**config.mk**
```make
export PLATFORM = sky130hd
export DESIGN_NAME = trc_top
export DESIGN_NICKNAME = d
export VERILOG_FILES = /design/src/common/trc_pkg.sv /design/src/common/trc_pin_if.sv /design/src/rtl/trc_top.sv /design/src/rtl/trc_pin_sync.sv
export SDC_FILE = /design/constraint.sdc
export NUM_CORES = 1
export LEC_CHECK = 0
export BUFFER_PORTS_ARGS = -buffer_cell sky130_fd_sc_hd__buf_2
export CORE_MARGIN = 5
export CORE_UTILIZATION = 45
export DETAILED_ROUTE_END_ITERATION = 16
export HOLD_SLACK_MARGIN = 0.12
export PLACE_DENSITY = 0.62
export SYNTH_ARGS = -nofsm -noshare
export SYNTH_HDL_FRONTEND = slang
export SYNTH_HIERARCHICAL = 1
export SYNTH_SLANG_ARGS = --single-unit
```
**constraint.sdc**
```tcl
create_clock -name i_clk_sys -period 3.54 [get_ports i_clk_sys]
set_clock_uncertainty 0.05 [all_clocks]
set_input_delay 0.354 -clock i_clk_sys [delete_from_list [all_inputs] [get_ports i_clk_sys]]
set_output_delay 0.354 -clock i_clk_sys [all_outputs]
set_load 0.02 [all_outputs]
```
**src/common/trc_pkg.sv**
```systemverilog
// Purpose: Shared constants for the test port reset control block
// Assumes: Test clock is sampled by the 50 MHz system clock
// Notes: Opcodes and widths of the six-bit instruction register
package trc_pkg;
  localparam int unsigned IR_WIDTH = 6;
  localparam logic [5:0] OP_EXTEST = 6'h00;
  localparam logic [5:0] OP_SAMPLE = 6'h01;
  localparam logic [5:0] OP_IDCODE = 6'h02;
  localparam logic [5:0] OP_CLAMP = 6'h04;
  localparam logic [5:0] OP_RUNBIST = 6'h07;
  localparam logic [5:0] OP_HIGHZ = 6'h08;
  localparam logic [5:0] OP_BYPASS = 6'h3f;
  localparam logic [5:0] IR_CAPTURE = 6'h01;
  localparam int unsigned SYNC_STAGES = 3;
  localparam int unsigned IDCODE_WIDTH = 32;

  typedef enum logic [3:0] {
    ST_RESET = 4'b1111,
    ST_IDLE = 4'b1100,
    ST_SEL_DR = 4'b0111,
    ST_CAP_DR = 4'b0110,
    ST_SH_DR = 4'b0010,
    ST_EX1_DR = 4'b0001,
    ST_PAU_DR = 4'b0011,
    ST_EX2_DR = 4'b0000,
    ST_UPD_DR = 4'b0101,
    ST_SEL_IR = 4'b0100,
    ST_CAP_IR = 4'b1110,
    ST_SH_IR = 4'b1010,
    ST_EX1_IR = 4'b1001,
    ST_PAU_IR = 4'b1011,
    ST_EX2_IR = 4'b1000,
    ST_UPD_IR = 4'b1101
  } trc_state_t;
endpackage

```
**src/common/trc_pin_if.sv**
```systemverilog
// Purpose: Carries synchronised test pin levels and test clock edges
// Assumes: Driven by trc_pin_sync, read by trc_top
// Notes: All signals are on the system clock
`timescale 1ns/10ps
`default_nettype none
interface trc_pin_if;
  logic tck_rise;
  logic tck_fall;
  logic tms;
  logic tdi;
  logic trst_n;
  modport src (output tck_rise, output tck_fall, output tms, output tdi,
    output trst_n);
  modport dst (input tck_rise, input tck_fall, input tms, input tdi,
    input trst_n);
endinterface
`default_nettype wire

```
**src/rtl/trc_top.sv**
```systemverilog
// Purpose: Test access port controller with its reset handling
// Assumes: i_rst_n is power-on reset only; system reset is not an input
// Notes: Test clock is sampled by the system clock, not used as a clock
`timescale 1ns/10ps
`default_nettype none
module trc_top #(
  parameter logic [31:0] ID_VALUE = 32'h0000_0001 // Arbitrary value
) (
  input wire logic i_clk_sys,
  input wire logic i_rst_n,
  input wire logic i_ce,
  input wire logic i_tck,
  input wire logic i_tms,
  input wire logic i_tdi,
  input wire logic i_trst_n,
  output logic o_tdo,
  output logic o_tdo_oe,
  output logic o_bscan_drive,
  output logic o_bscan_highz,
  output logic o_tap_reset,
  output logic [trc_pkg::IR_WIDTH-1:0] o_ir
);
  trc_pin_if pins ();

  trc_pin_sync u_sync (
    .i_clk_sys(i_clk_sys),
    .i_rst_n(i_rst_n),
    .i_ce(i_ce),
    .i_tck(i_tck),
    .i_tms(i_tms),
    .i_tdi(i_tdi),
    .i_trst_n(i_trst_n),
    .pins(pins)
  );

  trc_pkg::trc_state_t st_q;
  trc_pkg::trc_state_t st_d;
  trc_pkg::trc_state_t st_nx;
  logic [trc_pkg::IR_WIDTH-1:0] ir_q;
  logic [trc_pkg::IR_WIDTH-1:0] ir_sh_q;
  logic [trc_pkg::IDCODE_WIDTH-1:0] dr_q;
  logic tdo_q;
  logic tdo_oe_q;
  logic ext_q;
  logic hz_q;

  // Standard controller diagram
  always_comb begin
    unique case (st_q)
      trc_pkg::ST_RESET:
        st_nx = pins.tms ? trc_pkg::ST_RESET : trc_pkg::ST_IDLE;
      trc_pkg::ST_IDLE:
        st_nx = pins.tms ? trc_pkg::ST_SEL_DR : trc_pkg::ST_IDLE;
      trc_pkg::ST_SEL_DR:
        st_nx = pins.tms ? trc_pkg::ST_SEL_IR : trc_pkg::ST_CAP_DR;
      trc_pkg::ST_CAP_DR:
        st_nx = pins.tms ? trc_pkg::ST_EX1_DR : trc_pkg::ST_SH_DR;
      trc_pkg::ST_SH_DR:
        st_nx = pins.tms ? trc_pkg::ST_EX1_DR : trc_pkg::ST_SH_DR;
      trc_pkg::ST_EX1_DR:
        st_nx = pins.tms ? trc_pkg::ST_UPD_DR : trc_pkg::ST_PAU_DR;
      trc_pkg::ST_PAU_DR:
        st_nx = pins.tms ? trc_pkg::ST_EX2_DR : trc_pkg::ST_PAU_DR;
      trc_pkg::ST_EX2_DR:
        st_nx = pins.tms ? trc_pkg::ST_UPD_DR : trc_pkg::ST_SH_DR;
      trc_pkg::ST_UPD_DR:
        st_nx = pins.tms ? trc_pkg::ST_SEL_DR : trc_pkg::ST_IDLE;
      trc_pkg::ST_SEL_IR:
        st_nx = pins.tms ? trc_pkg::ST_RESET : trc_pkg::ST_CAP_IR;
      trc_pkg::ST_CAP_IR:
        st_nx = pins.tms ? trc_pkg::ST_EX1_IR : trc_pkg::ST_SH_IR;
      trc_pkg::ST_SH_IR:
        st_nx = pins.tms ? trc_pkg::ST_EX1_IR : trc_pkg::ST_SH_IR;
      trc_pkg::ST_EX1_IR:
        st_nx = pins.tms ? trc_pkg::ST_UPD_IR : trc_pkg::ST_PAU_IR;
      trc_pkg::ST_PAU_IR:
        st_nx = pins.tms ? trc_pkg::ST_EX2_IR : trc_pkg::ST_PAU_IR;
      trc_pkg::ST_EX2_IR:
        st_nx = pins.tms ? trc_pkg::ST_UPD_IR : trc_pkg::ST_SH_IR;
      trc_pkg::ST_UPD_IR:
        st_nx = pins.tms ? trc_pkg::ST_SEL_DR : trc_pkg::ST_IDLE;
    endcase
  end

  wire trst_act = ~pins.trst_n;
  wire step = i_ce & pins.tck_rise;
  // Any five TMS-high steps end in reset through the diagram
  assign st_d = trst_act ? trc_pkg::ST_RESET : (step ? st_nx : st_q);

  wire in_reset = (st_q == trc_pkg::ST_RESET);
  wire cap_ir = step & (st_q == trc_pkg::ST_CAP_IR);
  wire sh_ir = step & (st_q == trc_pkg::ST_SH_IR);
  wire upd_ir = step & (st_q == trc_pkg::ST_UPD_IR);
  wire cap_dr = step & (st_q == trc_pkg::ST_CAP_DR);
  wire sh_dr = step & (st_q == trc_pkg::ST_SH_DR);
  wire upd_dr = step & (st_q == trc_pkg::ST_UPD_DR);
  wire is_id = (ir_q == trc_pkg::OP_IDCODE);
  wire shifting = (st_q == trc_pkg::ST_SH_IR) | (st_q == trc_pkg::ST_SH_DR);
  // Instruction current after this edge, so Update-IR takes effect at once
  wire [trc_pkg::IR_WIDTH-1:0] ir_nx = upd_ir ? ir_sh_q : ir_q;
  wire ext_op = (ir_nx == trc_pkg::OP_EXTEST) | (ir_nx == trc_pkg::OP_CLAMP)
    | (ir_nx == trc_pkg::OP_RUNBIST);
  wire hz_op = (ir_nx == trc_pkg::OP_HIGHZ);
  wire tdo_bit = (st_q == trc_pkg::ST_SH_IR) ? ir_sh_q[0] : dr_q[0];

  // Power-on reset lands in the reset state; system reset is absent
  always_ff @(posedge i_clk_sys) begin
    if (!i_rst_n) begin
      st_q <= trc_pkg::ST_RESET;
    end else if (i_ce) begin
      st_q <= st_d;
    end
  end

  always_ff @(posedge i_clk_sys) begin
    if (!i_rst_n) begin
      ir_q <= trc_pkg::OP_IDCODE;
      ir_sh_q <= trc_pkg::OP_IDCODE;
    end else if (i_ce) begin
      if (in_reset | trst_act) begin
        ir_q <= trc_pkg::OP_IDCODE;
      end else if (upd_ir) begin
        ir_q <= ir_sh_q;
      end
      if (cap_ir) begin
        ir_sh_q <= trc_pkg::IR_CAPTURE;
      end else if (sh_ir) begin
        ir_sh_q <= {pins.tdi, ir_sh_q[trc_pkg::IR_WIDTH-1:1]};
      end
    end
  end

  // Only bypass and device ID are modelled; boundary cells live elsewhere
  always_ff @(posedge i_clk_sys) begin
    if (!i_rst_n) begin
      dr_q <= 32'h0000_0000;
    end else if (i_ce) begin
      if (cap_dr) begin
        dr_q <= is_id ? ID_VALUE : 32'h0000_0000;
      end else if (sh_dr) begin
        dr_q <= is_id ? {pins.tdi, dr_q[31:1]} : {31'h0, pins.tdi};
      end
    end
  end

  // Scan controls change on rising test clock edges or while in the reset state or TRST is low, TDO on falling ones
  always_ff @(posedge i_clk_sys) begin
    if (!i_rst_n) begin
      ext_q <= 1'b0;
      hz_q <= 1'b0;
      tdo_q <= 1'b0;
      tdo_oe_q <= 1'b0;
    end else if (i_ce) begin
      if (in_reset | trst_act) begin
        ext_q <= 1'b0;
        hz_q <= 1'b0;
        tdo_oe_q <= 1'b0;
      end else begin
        if (upd_dr | upd_ir | step) begin
          ext_q <= ext_op;
          hz_q <= hz_op;
        end
        if (pins.tck_fall) begin
          tdo_q <= tdo_bit;
          tdo_oe_q <= shifting;
        end
      end
    end
  end

  assign o_tdo = tdo_q;
  assign o_tdo_oe = tdo_oe_q & ~in_reset;
  assign o_bscan_drive = ext_q;
  assign o_bscan_highz = hz_q;
  assign o_tap_reset = in_reset;
  assign o_ir = ir_q;
endmodule
`default_nettype wire

```
**src/rtl/trc_pin_sync.sv**
```systemverilog
// Purpose: Three-stage synchronisers for the test pins, edge detection
// Assumes: Pins are asynchronous to i_clk_sys
// Notes: A change counts once stages two and three agree
`timescale 1ns/10ps
`default_nettype none
module trc_pin_sync (
  input wire logic i_clk_sys,
  input wire logic i_rst_n,
  input wire logic i_ce,
  input wire logic i_tck,
  input wire logic i_tms,
  input wire logic i_tdi,
  input wire logic i_trst_n,
  trc_pin_if.src pins
);
  logic [3:0] s1_q;
  logic [3:0] s2_q;
  logic [3:0] s3_q;
  logic [3:0] st_q;
  logic [3:0] agree;
  logic [3:0] st_d;

  assign agree = ~(s2_q ^ s3_q);
  assign st_d = (agree & s3_q) | (~agree & st_q);

  always_ff @(posedge i_clk_sys) begin
    if (!i_rst_n) begin
      s1_q <= 4'h8;
      s2_q <= 4'h8;
      s3_q <= 4'h8;
      st_q <= 4'h8;
    end else if (i_ce) begin
      s1_q <= {i_trst_n, i_tdi, i_tms, i_tck};
      s2_q <= s1_q;
      s3_q <= s2_q;
      st_q <= st_d;
    end
  end

  assign pins.tck_rise = i_ce & st_d[0] & ~st_q[0];
  assign pins.tck_fall = i_ce & ~st_d[0] & st_q[0];
  assign pins.tms = st_d[1];
  assign pins.tdi = st_d[2];
  assign pins.trst_n = st_q[3];
endmodule
`default_nettype wire

```
* Word-level counts from Yosys, hierarchy flattened
Cells that the tools add are included.
** Storage, ports and cells
- Register bits after elaboration :: 68
- Latch bits :: 0
- RAM bits :: 0
- Bits in read-only memories :: 0
- Input bits :: 7
- Output and inout bits :: 11
- Word-level logic and storage cells :: 106
- Memories :: 0
** Operators by class
- Add/sub/neg operators :: 0
- Multipliers :: 0
- Div/mod/pow operators :: 0
- Magnitude comparators :: 0
- Equality and inequality tests :: 20
- Shift-type cells :: 0
- Mux-type cells :: 30
- Bitwise operators :: 29
- Reduce and logical (&&, ||, !) cells :: 15
** Operators by type and width (count)
- 32-bit two-way mux :: 3
- 4-bit case mux with 12 select lines :: 1
- 4-bit equality test, second input constant :: 8
- 6-bit two-way mux :: 4
- 4-bit by 3-bit equality test with 1-bit output, second input constant :: 4
- 1-bit bitwise AND :: 12
- 6-bit by 3-bit equality test with 1-bit output, second input constant :: 2
- 2-bit two-way mux :: 6
- 3-bit two-way mux :: 4
- 4-bit two-way mux :: 3
- 2-bit AND reduction :: 5
- 1-bit two-way mux :: 9
- 4-bit bitwise AND :: 2
- 4-bit by 2-bit equality test with 1-bit output, second input constant :: 2
- 4-bit inverter :: 2
- 2-bit nonzero test :: 4
- 6-bit by 2-bit equality test with 1-bit output, second input constant :: 1
- 6-bit by 4-bit equality test with 1-bit output, second input constant :: 1
- 6-bit logical NOT :: 1
- 1-bit bitwise OR :: 6
- 1-bit inverter :: 5
- 4-bit by 1-bit equality test with 1-bit output, second input constant :: 1
- 4-bit logical NOT :: 1
- 4-bit bitwise OR :: 1
- other kinds (5) :: 6

* Depth between registers and ports, before layout
Gate-level depths: netlist (run 1).
- Word-level depth :: 15
- Mapped depth :: 9
- Mapped depth without buffers :: 6

* Hierarchy
The synthesis (run 1) kept the hierarchy.
** Modules (own cells, without submodules)
- trc_top :: times used 1, cells each 239, area each 2159.6 µm², sequential area each 1041.0 µm²
- trc_pin_sync :: times used 1, cells each 66, area each 698.2 µm², sequential area each 320.3 µm²

* Worst setup path before layout (run 1)
OpenSTA, ideal clock, no wires.
- Path kind :: input to register
- From :: input port i_ce
- To :: register dr_q[12] (netlist bit)
- Setup time :: 76 ps
- Arrival time :: 2283 ps
- Data required time :: 3414 ps
- Slack :: 1132 ps
- Stages on the path :: 9
- Path buffers :: 3
- Cell sequence :: buf_6 -> buf_12 -> nand2_1 -> nor3b_2 -> nand2_4 -> or4b_4 -> or3_4 -> buf_6 -> o22ai_1
** Between the ends
- Word-level cells in the longest chain between the ends :: 6
- Elaborated cells between the ends (all ways) :: 8
- Classes of those cells :: mux (1); bitwise (5); reduce/logical (2)
** RTL lines
- start: declaration :: line trc_top.sv:11 : input wire logic i_ce,
- 1-bit bitwise AND (*) (2 in a row) :: line trc_pin_sync.sv:40 : assign pins.tck_rise = i_ce & st_d[0] & ~st_q[0];
- net pins.tck_rise :: line trc_pin_if.sv:7 : logic tck_rise;
- 1-bit bitwise AND (*) :: line trc_top.sv:86 : wire step = i_ce & pins.tck_rise;
- 1-bit bitwise AND, on equally long branches :: line trc_top.sv:94, trc_top.sv:95
- 2-bit nonzero test (no line)
- 2-bit AND reduction (no line)
- end signal: assignment :: line trc_top.sv:139 : dr_q <= is_id ? ID_VALUE : 32'h0000_0000;
- end signal: assignment :: line trc_top.sv:141 : dr_q <= is_id ? {pins.tdi, dr_q[31:1]} : {31'h0, pins.tdi};
- end: declaration :: line trc_top.sv:41 : logic [trc_pkg::IDCODE_WIDTH-1:0] dr_q;
Mark *: on every way through the listed nets, which the timed path passes. The rest lies on a longest branch.
A chain may end at the register's enable or synchronous reset.

* Worst setup path after layout (run 1)
- From :: register u_sync.s2_q[0]
- To :: register dr_q[15] (netlist bit)
** Between the ends
- Word-level cells in the longest chain between the ends :: 11
- Elaborated cells between the ends (all ways) :: 14
- Classes of those cells :: mux (1); bitwise (11); reduce/logical (2)
** RTL lines
- start: declaration :: line trc_pin_sync.sv:17 : logic [3:0] s2_q;
- start signal: assignment :: line trc_pin_sync.sv:34 : s2_q <= s1_q;
- 4-bit XOR (*) :: line trc_pin_sync.sv:23 : assign agree = ~(s2_q ^ s3_q);
- 4-bit inverter (*) :: line trc_pin_sync.sv:23
- 4-bit inverter :: line trc_pin_sync.sv:24 : assign st_d = (agree & s3_q) | (~agree & st_q);
- 4-bit bitwise AND :: line trc_pin_sync.sv:24
- 4-bit bitwise OR (*) :: line trc_pin_sync.sv:24
- 1-bit bitwise AND (*) (2 in a row) :: line trc_pin_sync.sv:40
- net pins.tck_rise :: line trc_pin_if.sv:7
- 1-bit bitwise AND (*) :: line trc_top.sv:86
- 1-bit bitwise AND, on equally long branches :: line trc_top.sv:94, trc_top.sv:95
- 2-bit nonzero test (no line)
- 2-bit AND reduction (no line)
Marked as above.

==> results.py, run 1 <==
metrics = {
    "power": {
        "power.share.combinational_pct": 2.6,
        "p_sw_uw": 307.2,
        "leakagePower_uw": 0.001167,
        "peakVddDrop_uv": 222.7,
        "report.power.total_uw": 1504,
        "powerDensity_nw_per_um2": 477.2,
        "pwr-share-seq_pct": 51.5,
        "intPower_uw": 1197,
        "swShare_pct": 20.43,
        "p_clk_share_pct": 45.9,
    },
    "placement": {
        "gp_congestion": 0.7881,
        "portBuffers": 17,
        "placed_cells": 380,
        "dp_hpwl_um": 3415,
    },
    "clocking": {
        "clkLatencyLatePin_ns": 0.34,
        "cts.sinks": 68,
        "clk_pin_slew_ns": 0.07,
        "ctsHoldBuffers": 0,
        "cts_buffers": 9,
        "cts_tree": "done",
        "htree_levels": 3,
        "clockBufferDepth": 2,
        "cts-root-buf": "clkbuf_8",
        "post_cts_buffers": 0,
        "cts_resized": 0,
    },
    "detailed_routing": {
        "drtIter0Drc": 166,
        "vias": 2148,
        "wl_um": 5407,
        "firstDrtPassIters": 4,
        "wl_per_cell_um": 13.69,
        "detail-route-antenna-nets": 0,
        "vias_per_cell": 5.438,
        "drc": 0,
    },
    "grt": {
        "grt_antenna_before_repair": 0,
        "grt.overflow.total": 0,
        "grt_first_pass_wirelength_um": 9397,
        "grt_usage_pct": 15.11,
        "grt_pass1_vias": 2009,
        "grt_max_degree": 51,
    },
    "floorplanning": {
        "core_um2": 6277,
        "fp-row-count": 29,
        "die_y_um": 89.69,
        "die_w_um": 89.69,
        "dieArea_um2": 8044,
        "initial_core_util_pct": 45.53,
        "ios": 18,
    },
    "critical_path": {
        "path_max_fanout": 30,
        "cpPeakStageDelay_ns": 0.54,
        "worst-r2r-setup-slack_ns": 1.09,
        "critPathRequiredTime_ns": 3.75,
        "cpMaxStageDelayCell": "or3_4",
        "crit-reg2reg-launch": "u_sync/s2_q[0]",
        "rr_worst_depth": 6,
        "crit_start": "u_sync/s2_q[0]",
        "crit_path_cell_trace": "nand2_1 -> nor3b_2 -> nand2_4 -> or4b_4 -> or3_4 -> o22ai_1",
        "arrival_ns": 2.66,
        "r2r_end": "dr_q[15]",
        "crit_type": "register to register",
        "cp-end-kind": "register",
        "cp-start-kind": "register",
    },
    "synth": {
        "syn_inst": 305,
        "yosysMostFrequentCell": "dfxtp_1",
        "synthArstFlopShare_pct": 0,
        "syn_area_per_cell_um2": 9.370,
        "synth.ff_latch_count": 68,
        "yosysWarnings": 6,
        "seq_area_frac_synth_pct": 47.64,
        "yosys.area.top_type": "dfxtp_1",
        "syn-num-nets": 312,
        "synthFlopType": "dfxtp_1",
        "syn_area_um2": 2858,
        "synth_edf_count": 0,
        "post_synth_num_cell_types": 48,
        "yosysTopAreaCellShare_pct": 47.64,
        "ys_top_cells_by_area": "dfxtp_1 48%, o22ai_1 6.3%, mux2i_1 6.3%, nand2_1 5.8%, nor2b_1 3.1%",
        "synth_common_cells": "68 x dfxtp_1, 44 x nand2_1, 29 x o22ai_1",
    },
    "timing": {
        "slew_violations": 0,
        "max_slew_margin_pct": 44.10,
        "finalSetupViolCount": 0,
        "max_freq_ghz": 0.4078,
        "period_minus_slack_ns": 2.452,
        "hold_violations": 0,
        "worstMarginPinSlew_ns": 0.8385,
        "timing.hold.ws_ns": 0.1805,
        "finalCritPeriodShare_pct": 69.28,
        "fin_tns_setup_ns": 0,
        "rsz0062_at_grt": "false",
    },
    "min_path": {
        "min_path_cells": 3,
        "hold_class": "input pin to register",
        "min_to": "u_sync/s1_q[3]",
        "hp-start": "i_trst_n",
    },
    "cells_and_area": {
        "nNetsFinal": 321,
        "fin_cells": 395,
        "drive_above_1_share_pct": 15.09,
        "n_antenna_cell": 0,
        "area_delta_synth_final_pct": 10.29,
        "nFillCells": 598,
    },
    "job": {
        "maxCapViolations": 0,
    },
    "run_status": {
        "status": "finished, final reports clean",
    },
}
-- layout make-up --
class / instances / area [µm²] / share of cell area (%)
sequential: 68 / 1361 / 43.19
multi-input combinational: 208 / 1336 / 42.40
clock buffer: 11 / 141.4 / 4.486
timing repair buffer: 21 / 115.1 / 3.652
tap: 77 / 96.34 / 3.057
clock inverter: 4 / 73.82 / 2.342
inverter: 6 / 27.53 / 0.8734
-- routing by layer --
layer / wire length, µm / global-route usage (%) / vias up
li1: - / - / 1117
met1: 2720 / 20.28 / 992
met2: 2350 / 21.94 / 30
met3: 252 / 4.745 / 9
met4: 83 / 7.307 / 0
met5: 0 / 0 / -
-- power groups by stage --
stage,sequential [µW],clock [µW],combinational [µW]
finish,774,690,39.7
global route,774,748,44.3
CTS,774,710,40.2
detailed placement,791,0,40.3
global placement,791,0,40.2
floorplan,790,0,34.5
-- worst max-delay path by stage --
| stage | endpoint | slack [ns] | cells past startpoint |
|---|---|---|---|
| after floorplan | dr_q[12] | 1.13 | 9 |
| after global placement | dr_q[8] | 1.18 | 7 |
| after detailed placement | dr_q[28] | 1.10 | 6 |
| after CTS | dr_q[15] | 1.08 | 6 |
| after global routing | dr_q[15] | 0.91 | 6 |
| final | dr_q[15] | 1.09 | 6 |
-- flip-flops by register name, summed over array words and instances, names as in the netlist, named ones only --
register,flops
tdo_oe_q,1
u_sync/s2_q,4
o_bscan_highz,1
u_sync/s3_q,4
st_q,4
o_tdo,1
u_sync/s1_q,4
dr_q,32
o_ir,6
u_sync/st_q,3
ir_sh_q,6
o_bscan_drive,1
-- cell families (layout without fill, tap and decap cells) --
kind of cell | count (synthesis) | after routing | synth area share (%)
compound gates | 79 | 79 | 18.30
simple gates | 107 | 107 | 20.45
fa+ha+maj | 2 | 2 | 0.7006
mux | 20 | 20 | 7.093
buf+inv | 29 | 42 | 5.823
flops | 68 | 68 | 47.64
-- worst max-delay path: cells and delay by family, from the launching register on --
family          cells  cell delay (ns)
simple gates        5             1.66
compound gates      1             0.22
flops               1             0.44
-- per-stage QoR --
step           setup WS [ns]  utilization [%]  cell area, µm²
4_1_cts                1.081            50.21            3152
3_5_place_dp           1.097            46.78            2937
3_3_place_gp           1.181            46.78            2937
5_1_grt               0.9126            50.21            3152
2_1_floorplan          1.132                -            2858
6_report               1.088            50.21            3152
-- cells in the final DEF (no fill, tap or decap), types with 3 or more instances in the layout --
cell type / synthesis / routed
dfxtp_1: 68 / 68
a21oi_1: 9 / 9
a32o_1: 6 / 6
inv_1: 5 / 5
mux2i_1: 18 / 18
nand2_1: 44 / 44
clkbuf_8: 0 / 10
buf_4: 1 / 4
nand2b_1: 3 / 3
buf_2: 1 / 17
o22ai_1: 29 / 29
nor3b_1: 3 / 3
and2_1: 5 / 5
o211ai_1: 5 / 5
nor2b_1: 14 / 14
nand3_1: 9 / 9
nor2_1: 10 / 10
o21ai_1: 5 / 5
o21ai_0: 11 / 11
No activity file was read; power rests on OpenSTA's default activity.
==> run 2: changes to the inputs <==
Clock period 3.54 ns to 2.4 ns, I/O delays scaled along.
==> run 2 against run 1 <==
  * Clock power up 37%
  * Die area unchanged
  * Via count up 3.0%
  * Core utilization up 1.2 points
  * Clock-buffer cell count unchanged
  * Largest power group unchanged
==> results.py, run 2 (synthesis results as in run 1) <==
metrics = {
    "cells_and_area": {
        "nNetsFinal": 330,
        "layout_commonest_cell": "dfxtp_1",
        "largest-register": "dr_q",
        "n_antenna_cell": 0,
        "final_cell_mix": "68 x dfxtp_1, 44 x nand2_1, 29 x o22ai_1, 18 x mux2i_1, 17 x buf_2",
        "drive_above_1_share_pct": 16.51,
        "largest_reg_flops": 32,
        "area_delta_synth_final_pct": 12.92,
    },
    "clocking": {
        "cts-root-buf": "clkbuf_8",
        "clockBufferDepth": 2,
        "clk_pin_slew_ns": 0.07,
        "clkLatencyLatePin_ns": 0.34,
        "htree_levels": 3,
        "cts_tree": "done",
        "cts.sinks": 68,
        "cts_buffers": 9,
        "cts_resized": 0,
    },
    "power": {
        "powerDensity_nw_per_um2": 667.7,
        "leakagePower_uw": 0.001210,
        "swShare_pct": 21.46,
        "intPower_uw": 1692,
        "p_clk_share_pct": 43.9,
        "pwr-share-seq_pct": 53.0,
        "power.share.combinational_pct": 3.1,
        "p_sw_uw": 462.4,
        "peakVddDrop_uv": 410.2,
    },
    "timing": {
        "period_minus_slack_ns": 2.233,
        "max_freq_ghz": 0.4478,
        "finalSetupViolCount": 0,
        "hold_violations": 0,
        "finalCritPeriodShare_pct": 93.05,
        "slew_violations": 0,
        "timing.final.ws_setup_ns": 0.1667,
        "rsz0062_at_grt": "false",
        "worstMarginPinSlew_ns": 0.6821,
        "max_slew_margin_pct": 54.05,
        "fin_tns_setup_ns": 0,
    },
    "critical_path": {
        "worst-r2r-setup-slack_ns": 0.17,
        "cp-end-kind": "register",
        "crit_type": "register to register",
        "path_max_fanout": 30,
        "critPathRequiredTime_ns": 2.61,
        "arrival_ns": 2.44,
        "cp-start-kind": "register",
    },
    "detailed_routing": {
        "wl_um": 5473,
        "vias": 2213,
        "wl_per_cell_um": 13.55,
        "vias_per_cell": 5.478,
        "firstDrtPassIters": 4,
        "detail-route-antenna-nets": 0,
        "drc": 0,
        "drtIter0Drc": 150,
    },
    "floorplanning": {
        "dieArea_um2": 8044,
        "core_um2": 6277,
        "die_w_um": 89.69,
        "initial_core_util_pct": 45.53,
        "ios": 18,
        "die_y_um": 89.69,
        "fp-row-count": 29,
    },
    "grt": {
        "grt_pass1_vias": 1998,
        "grt_antenna_before_repair": 0,
        "grt_first_pass_wirelength_um": 9439,
        "grt_usage_pct": 15.13,
        "grt_max_degree": 47,
        "grt.overflow.total": 0,
    },
    "placement": {
        "dp_hpwl_um": 3477,
        "gp_congestion": 0.7743,
        "dp_slack_ns": 0.1664,
        "portBuffers": 17,
    },
    "run_status": {
        "status": "finished, final reports clean",
    },
    "job": {
        "maxCapViolations": 0,
    },
    "min_path": {
        "hold_class": "input pin to register",
    },
}
[run 2: metrics by stage]
stage / total power, µW / instance area (µm²) / hold WS [ns] / std cells / utilization (%)
CTS: 2184 / 3227 / 0.1606 / 404 / 51.41
finish: 2154 / 3227 / 0.1783 / 404 / 51.41
detailed placement: 1230 / 2987 / 0.3980 / 385 / 47.58
global route: 2250 / 3227 / 0.2138 / 404 / 51.41
global placement: 1228 / 2987 / 0.3939 / 385 / 47.58
floorplan: 1217 / 2858 / 0.3184 / 305 / -
[run 2: path summary, 6_finish.rpt]
check / from / endpoint / cells after the start
hold / removal: i_ce / u_sync/s3_q[0] / 3
setup / recovery: u_sync/s3_q[0] / dr_q[23] / 5
hold reg to reg: dr_q[2] / dr_q[1] / 2
setup reg to reg: u_sync/s3_q[0] / dr_q[23] / 5
[run 2: power groups by stage]
stage	registers, µW	clock network (µW)	logic [µW]
3_3_place_gp	1170	0	61.9
2_1_floorplan	1170	0	50.9
6_report	1140	947	66.9
3_5_place_dp	1170	0	62.6
4_1_cts	1140	975	67.7
5_1_grt	1140	1030	74.7
[run 2: routing by layer]
metal  up-vias  share of wire (%)  wire [µm]  global-route usage [%]
li1       1133                  -          -                       -
met2        34                 43       2369                   22.34
met1      1042                 51       2814                   20.27
met4         0               0.88         48                   5.683
met5         -                  0          0                       0
met3         4                4.4        240                   5.383
[run 2: worst max-delay path, cell delays in order (launching register included)]
cell,delay [ns]
dfxtp_1,0.43
nor3b_2,0.30
nand2_4,0.10
or4b_4,0.51
or3_4,0.53
o22ai_1,0.22
[run 2: cell type report]
type	count	area, µm²
Clock buffer	11	151.4
Clock inverter	4	48.80
Fill cell	610	3050
Inverter	6	27.53
Multi-Input combinational cell	208	1336
Sequential cell	68	1361
Tap cell	77	96.34
Timing Repair Buffer	30	205.2
[run 2: what timing repair did]
item	4_1_cts	5_1_grt
hold buffers	4	0
buffers inserted	0	0
hold endpoints to repair	4	0
endpoints found under the setup margin	0	0
==> run 3: changes to the inputs <==
Settings changed: REMOVE_ABC_BUFFERS from default to 1.
==> run 3 against run 2 <==
  * Global-route usage is 0.25 points lower
  * Maximum frequency barely moved
  * Sequential power is essentially flat
  * Critical endpoint is now dr_q[6]
  * Largest cell class unchanged
  * Largest power group unchanged
  * Highest routed layer unchanged
==> results.py, run 3 (synthesis results as in run 1) <==
metrics = {
    "run_status": {
        "status": "finished, final reports clean",
    },
    "cells_and_area": {
        "layout_commonest_cell": "dfxtp_1",
        "nFillCells": 597,
        "regArea_um2": 1361,
        "multi_input_comb_area_um2": 1336,
        "fin_cells": 406,
        "largest_reg_flops": 32,
        "largest-register": "dr_q",
        "nNetsFinal": 331,
        "n_antenna_cell": 0,
        "final_cell_mix": "68 x dfxtp_1, 44 x nand2_1, 29 x o22ai_1, 18 x mux2i_1, 17 x buf_2",
        "fin_area_um2": 3252,
        "area_delta_synth_final_pct": 13.79,
        "drive_above_1_share_pct": 17.63,
    },
    "timing": {
        "timing.hold.ws_ns": 0.1302,
        "hold_violations": 0,
        "finalCritPeriodShare_pct": 93.01,
        "slew_violations": 0,
        "worstMarginPinSlew_ns": 0.6891,
        "period_minus_slack_ns": 2.232,
        "finalSetupViolCount": 0,
        "max_slew_margin_pct": 53.58,
        "max_freq_ghz": 0.4480,
        "rsz0062_at_grt": "false",
    },
    "grt": {
        "grt_pass1_vias": 2046,
        "grt_max_degree": 32,
        "grt_usage_pct": 14.88,
        "grt_first_pass_wirelength_um": 9384,
        "grt_antenna_before_repair": 0,
        "grt.overflow.total": 0,
    },
    "power": {
        "p_clk_share_pct": 47.1,
        "power.share.combinational_pct": 2.9,
        "peakVddDrop_uv": 438.0,
        "intPower_uw": 1805,
        "swShare_pct": 20.99,
        "powerDensity_nw_per_um2": 702.5,
        "p_sw_uw": 479.5,
        "leakagePower_uw": 0.001218,
        "pwr-share-seq_pct": 49.9,
    },
    "clocking": {
        "cts_buffers": 9,
        "cts-root-buf": "clkbuf_8",
        "clk_pin_slew_ns": 0.07,
        "cts_resized": 0,
        "cts.sinks": 68,
        "htree_levels": 3,
        "cts_tree": "done",
        "clkLatencyLatePin_ns": 0.34,
        "clockBufferDepth": 2,
    },
    "placement": {
        "placed_area_um2": 2997,
        "gp_congestion": 0.7726,
        "placed_cells": 388,
        "dp_hpwl_um": 3546,
        "portBuffers": 17,
    },
    "floorplanning": {
        "die_w_um": 89.69,
        "fp-row-count": 29,
        "dieArea_um2": 8044,
        "initial_core_util_pct": 45.53,
        "ios": 18,
        "core_um2": 6277,
        "die_y_um": 89.69,
    },
    "critical_path": {
        "cp-start-kind": "register",
        "arrival_ns": 2.43,
        "rr_worst_depth": 5,
        "crit_path_cell_trace": "nor3b_2 -> nand2_4 -> or4b_4 -> or3_4 -> o22ai_1",
        "cpMaxStageDelayCell": "or3_4",
        "path_max_fanout": 30,
        "critPathRequiredTime_ns": 2.60,
        "crit_type": "register to register",
        "cp-end-kind": "register",
        "cpPeakStageDelay_ns": 0.54,
    },
    "detailed_routing": {
        "firstDrtPassIters": 4,
        "drtIter0Drc": 148,
        "wl_per_cell_um": 13.52,
        "detail-route-antenna-nets": 0,
        "vias_per_cell": 5.421,
        "vias": 2201,
        "wl_um": 5491,
        "drc": 0,
    },
    "min_path": {
        "min_path_cells": 3,
        "hold_class": "input pin to register",
    },
    "job": {
        "maxCapViolations": 0,
    },
}
## run 3: changes by cell type in the layout (fill, tap and decap cells not counted)
cell	change
buf_4	+4
clkinv_2	-2
clkinvlp_4	+2
dlygate4sd3_1	-2
buf_12	-1
bufinv_16	+1
## run 3: final cells by class
class	instances	area share [%]
Inverter	6	0.8465
Tap cell	77	2.963
Multi-Input combinational cell	208	41.09
Sequential cell	68	41.86
Clock buffer	11	4.656
Timing Repair Buffer	31	6.002
Clock inverter	5	2.578
## run 3: through the flow
step | setup WS (ns) | total power (µW) | TNS (ns) | utilization [%]
after detailed placement | 0.1359 | 1231 | 0 | 47.74
after CTS | 0.1806 | 2312 | 0 | 51.80
after floorplan | -1.468 | 1188 | -39.71 | -
final | 0.1678 | 2284 | 0 | 51.80
after global placement | 0.2083 | 1230 | 0 | 47.74
after global routing | 0.04160 | 2373 | 0 | 51.80
## run 3: layer usage
| layer | vias up | share of wire [%] | wire length (µm) | global-route usage [%] |
|---|---|---|---|---|
| met5 | - | 0 | 0 | 0 |
| met3 | 8 | 4.3 | 236 | 4.562 |
| met4 | 0 | 1.4 | 79 | 5.277 |
| met2 | 38 | 44 | 2431 | 22.87 |
| li1 | 1138 | - | - | - |
| met1 | 1017 | 50 | 2742 | 19.77 |
## run 3: critical path: cells and delay by family, from the launching register on
| kind | cells | cell delay [ns] |
|---|---|---|
| AOI/OAI and AO/OA | 1 | 0.23 |
| and+or+nand+nor | 4 | 1.47 |
| DFF | 1 | 0.41 |
## run 3: path summary, 6_finish.rpt
| path | start | to | slack (ns) |
|---|---|---|---|
| worst max-delay path | u_sync/s3_q[0] | dr_q[6] | 0.17 |
| worst min register to register | o_bscan_drive | o_bscan_drive | 0.41 |
| worst min-delay path | i_tck | u_sync/s1_q[0] | 0.13 |
| worst max register to register | u_sync/s3_q[0] | dr_q[6] | 0.17 |
## run 3: repair_timing
action                    in CTS  in global routing
hold buffers                   2                  0
hold endpoints to repair       2                  0
setup buffers                  0                  0
## run 3: power by group through the flow
stage	Combinational, µW	Clock, µW	Sequential [µW]
after floorplan	22.5	0	1170
after global placement	63.7	0	1170
after detailed placement	64.5	0	1170
after CTS	67.1	1100	1140
after global routing	73.3	1160	1140
final	67.0	1080	1140
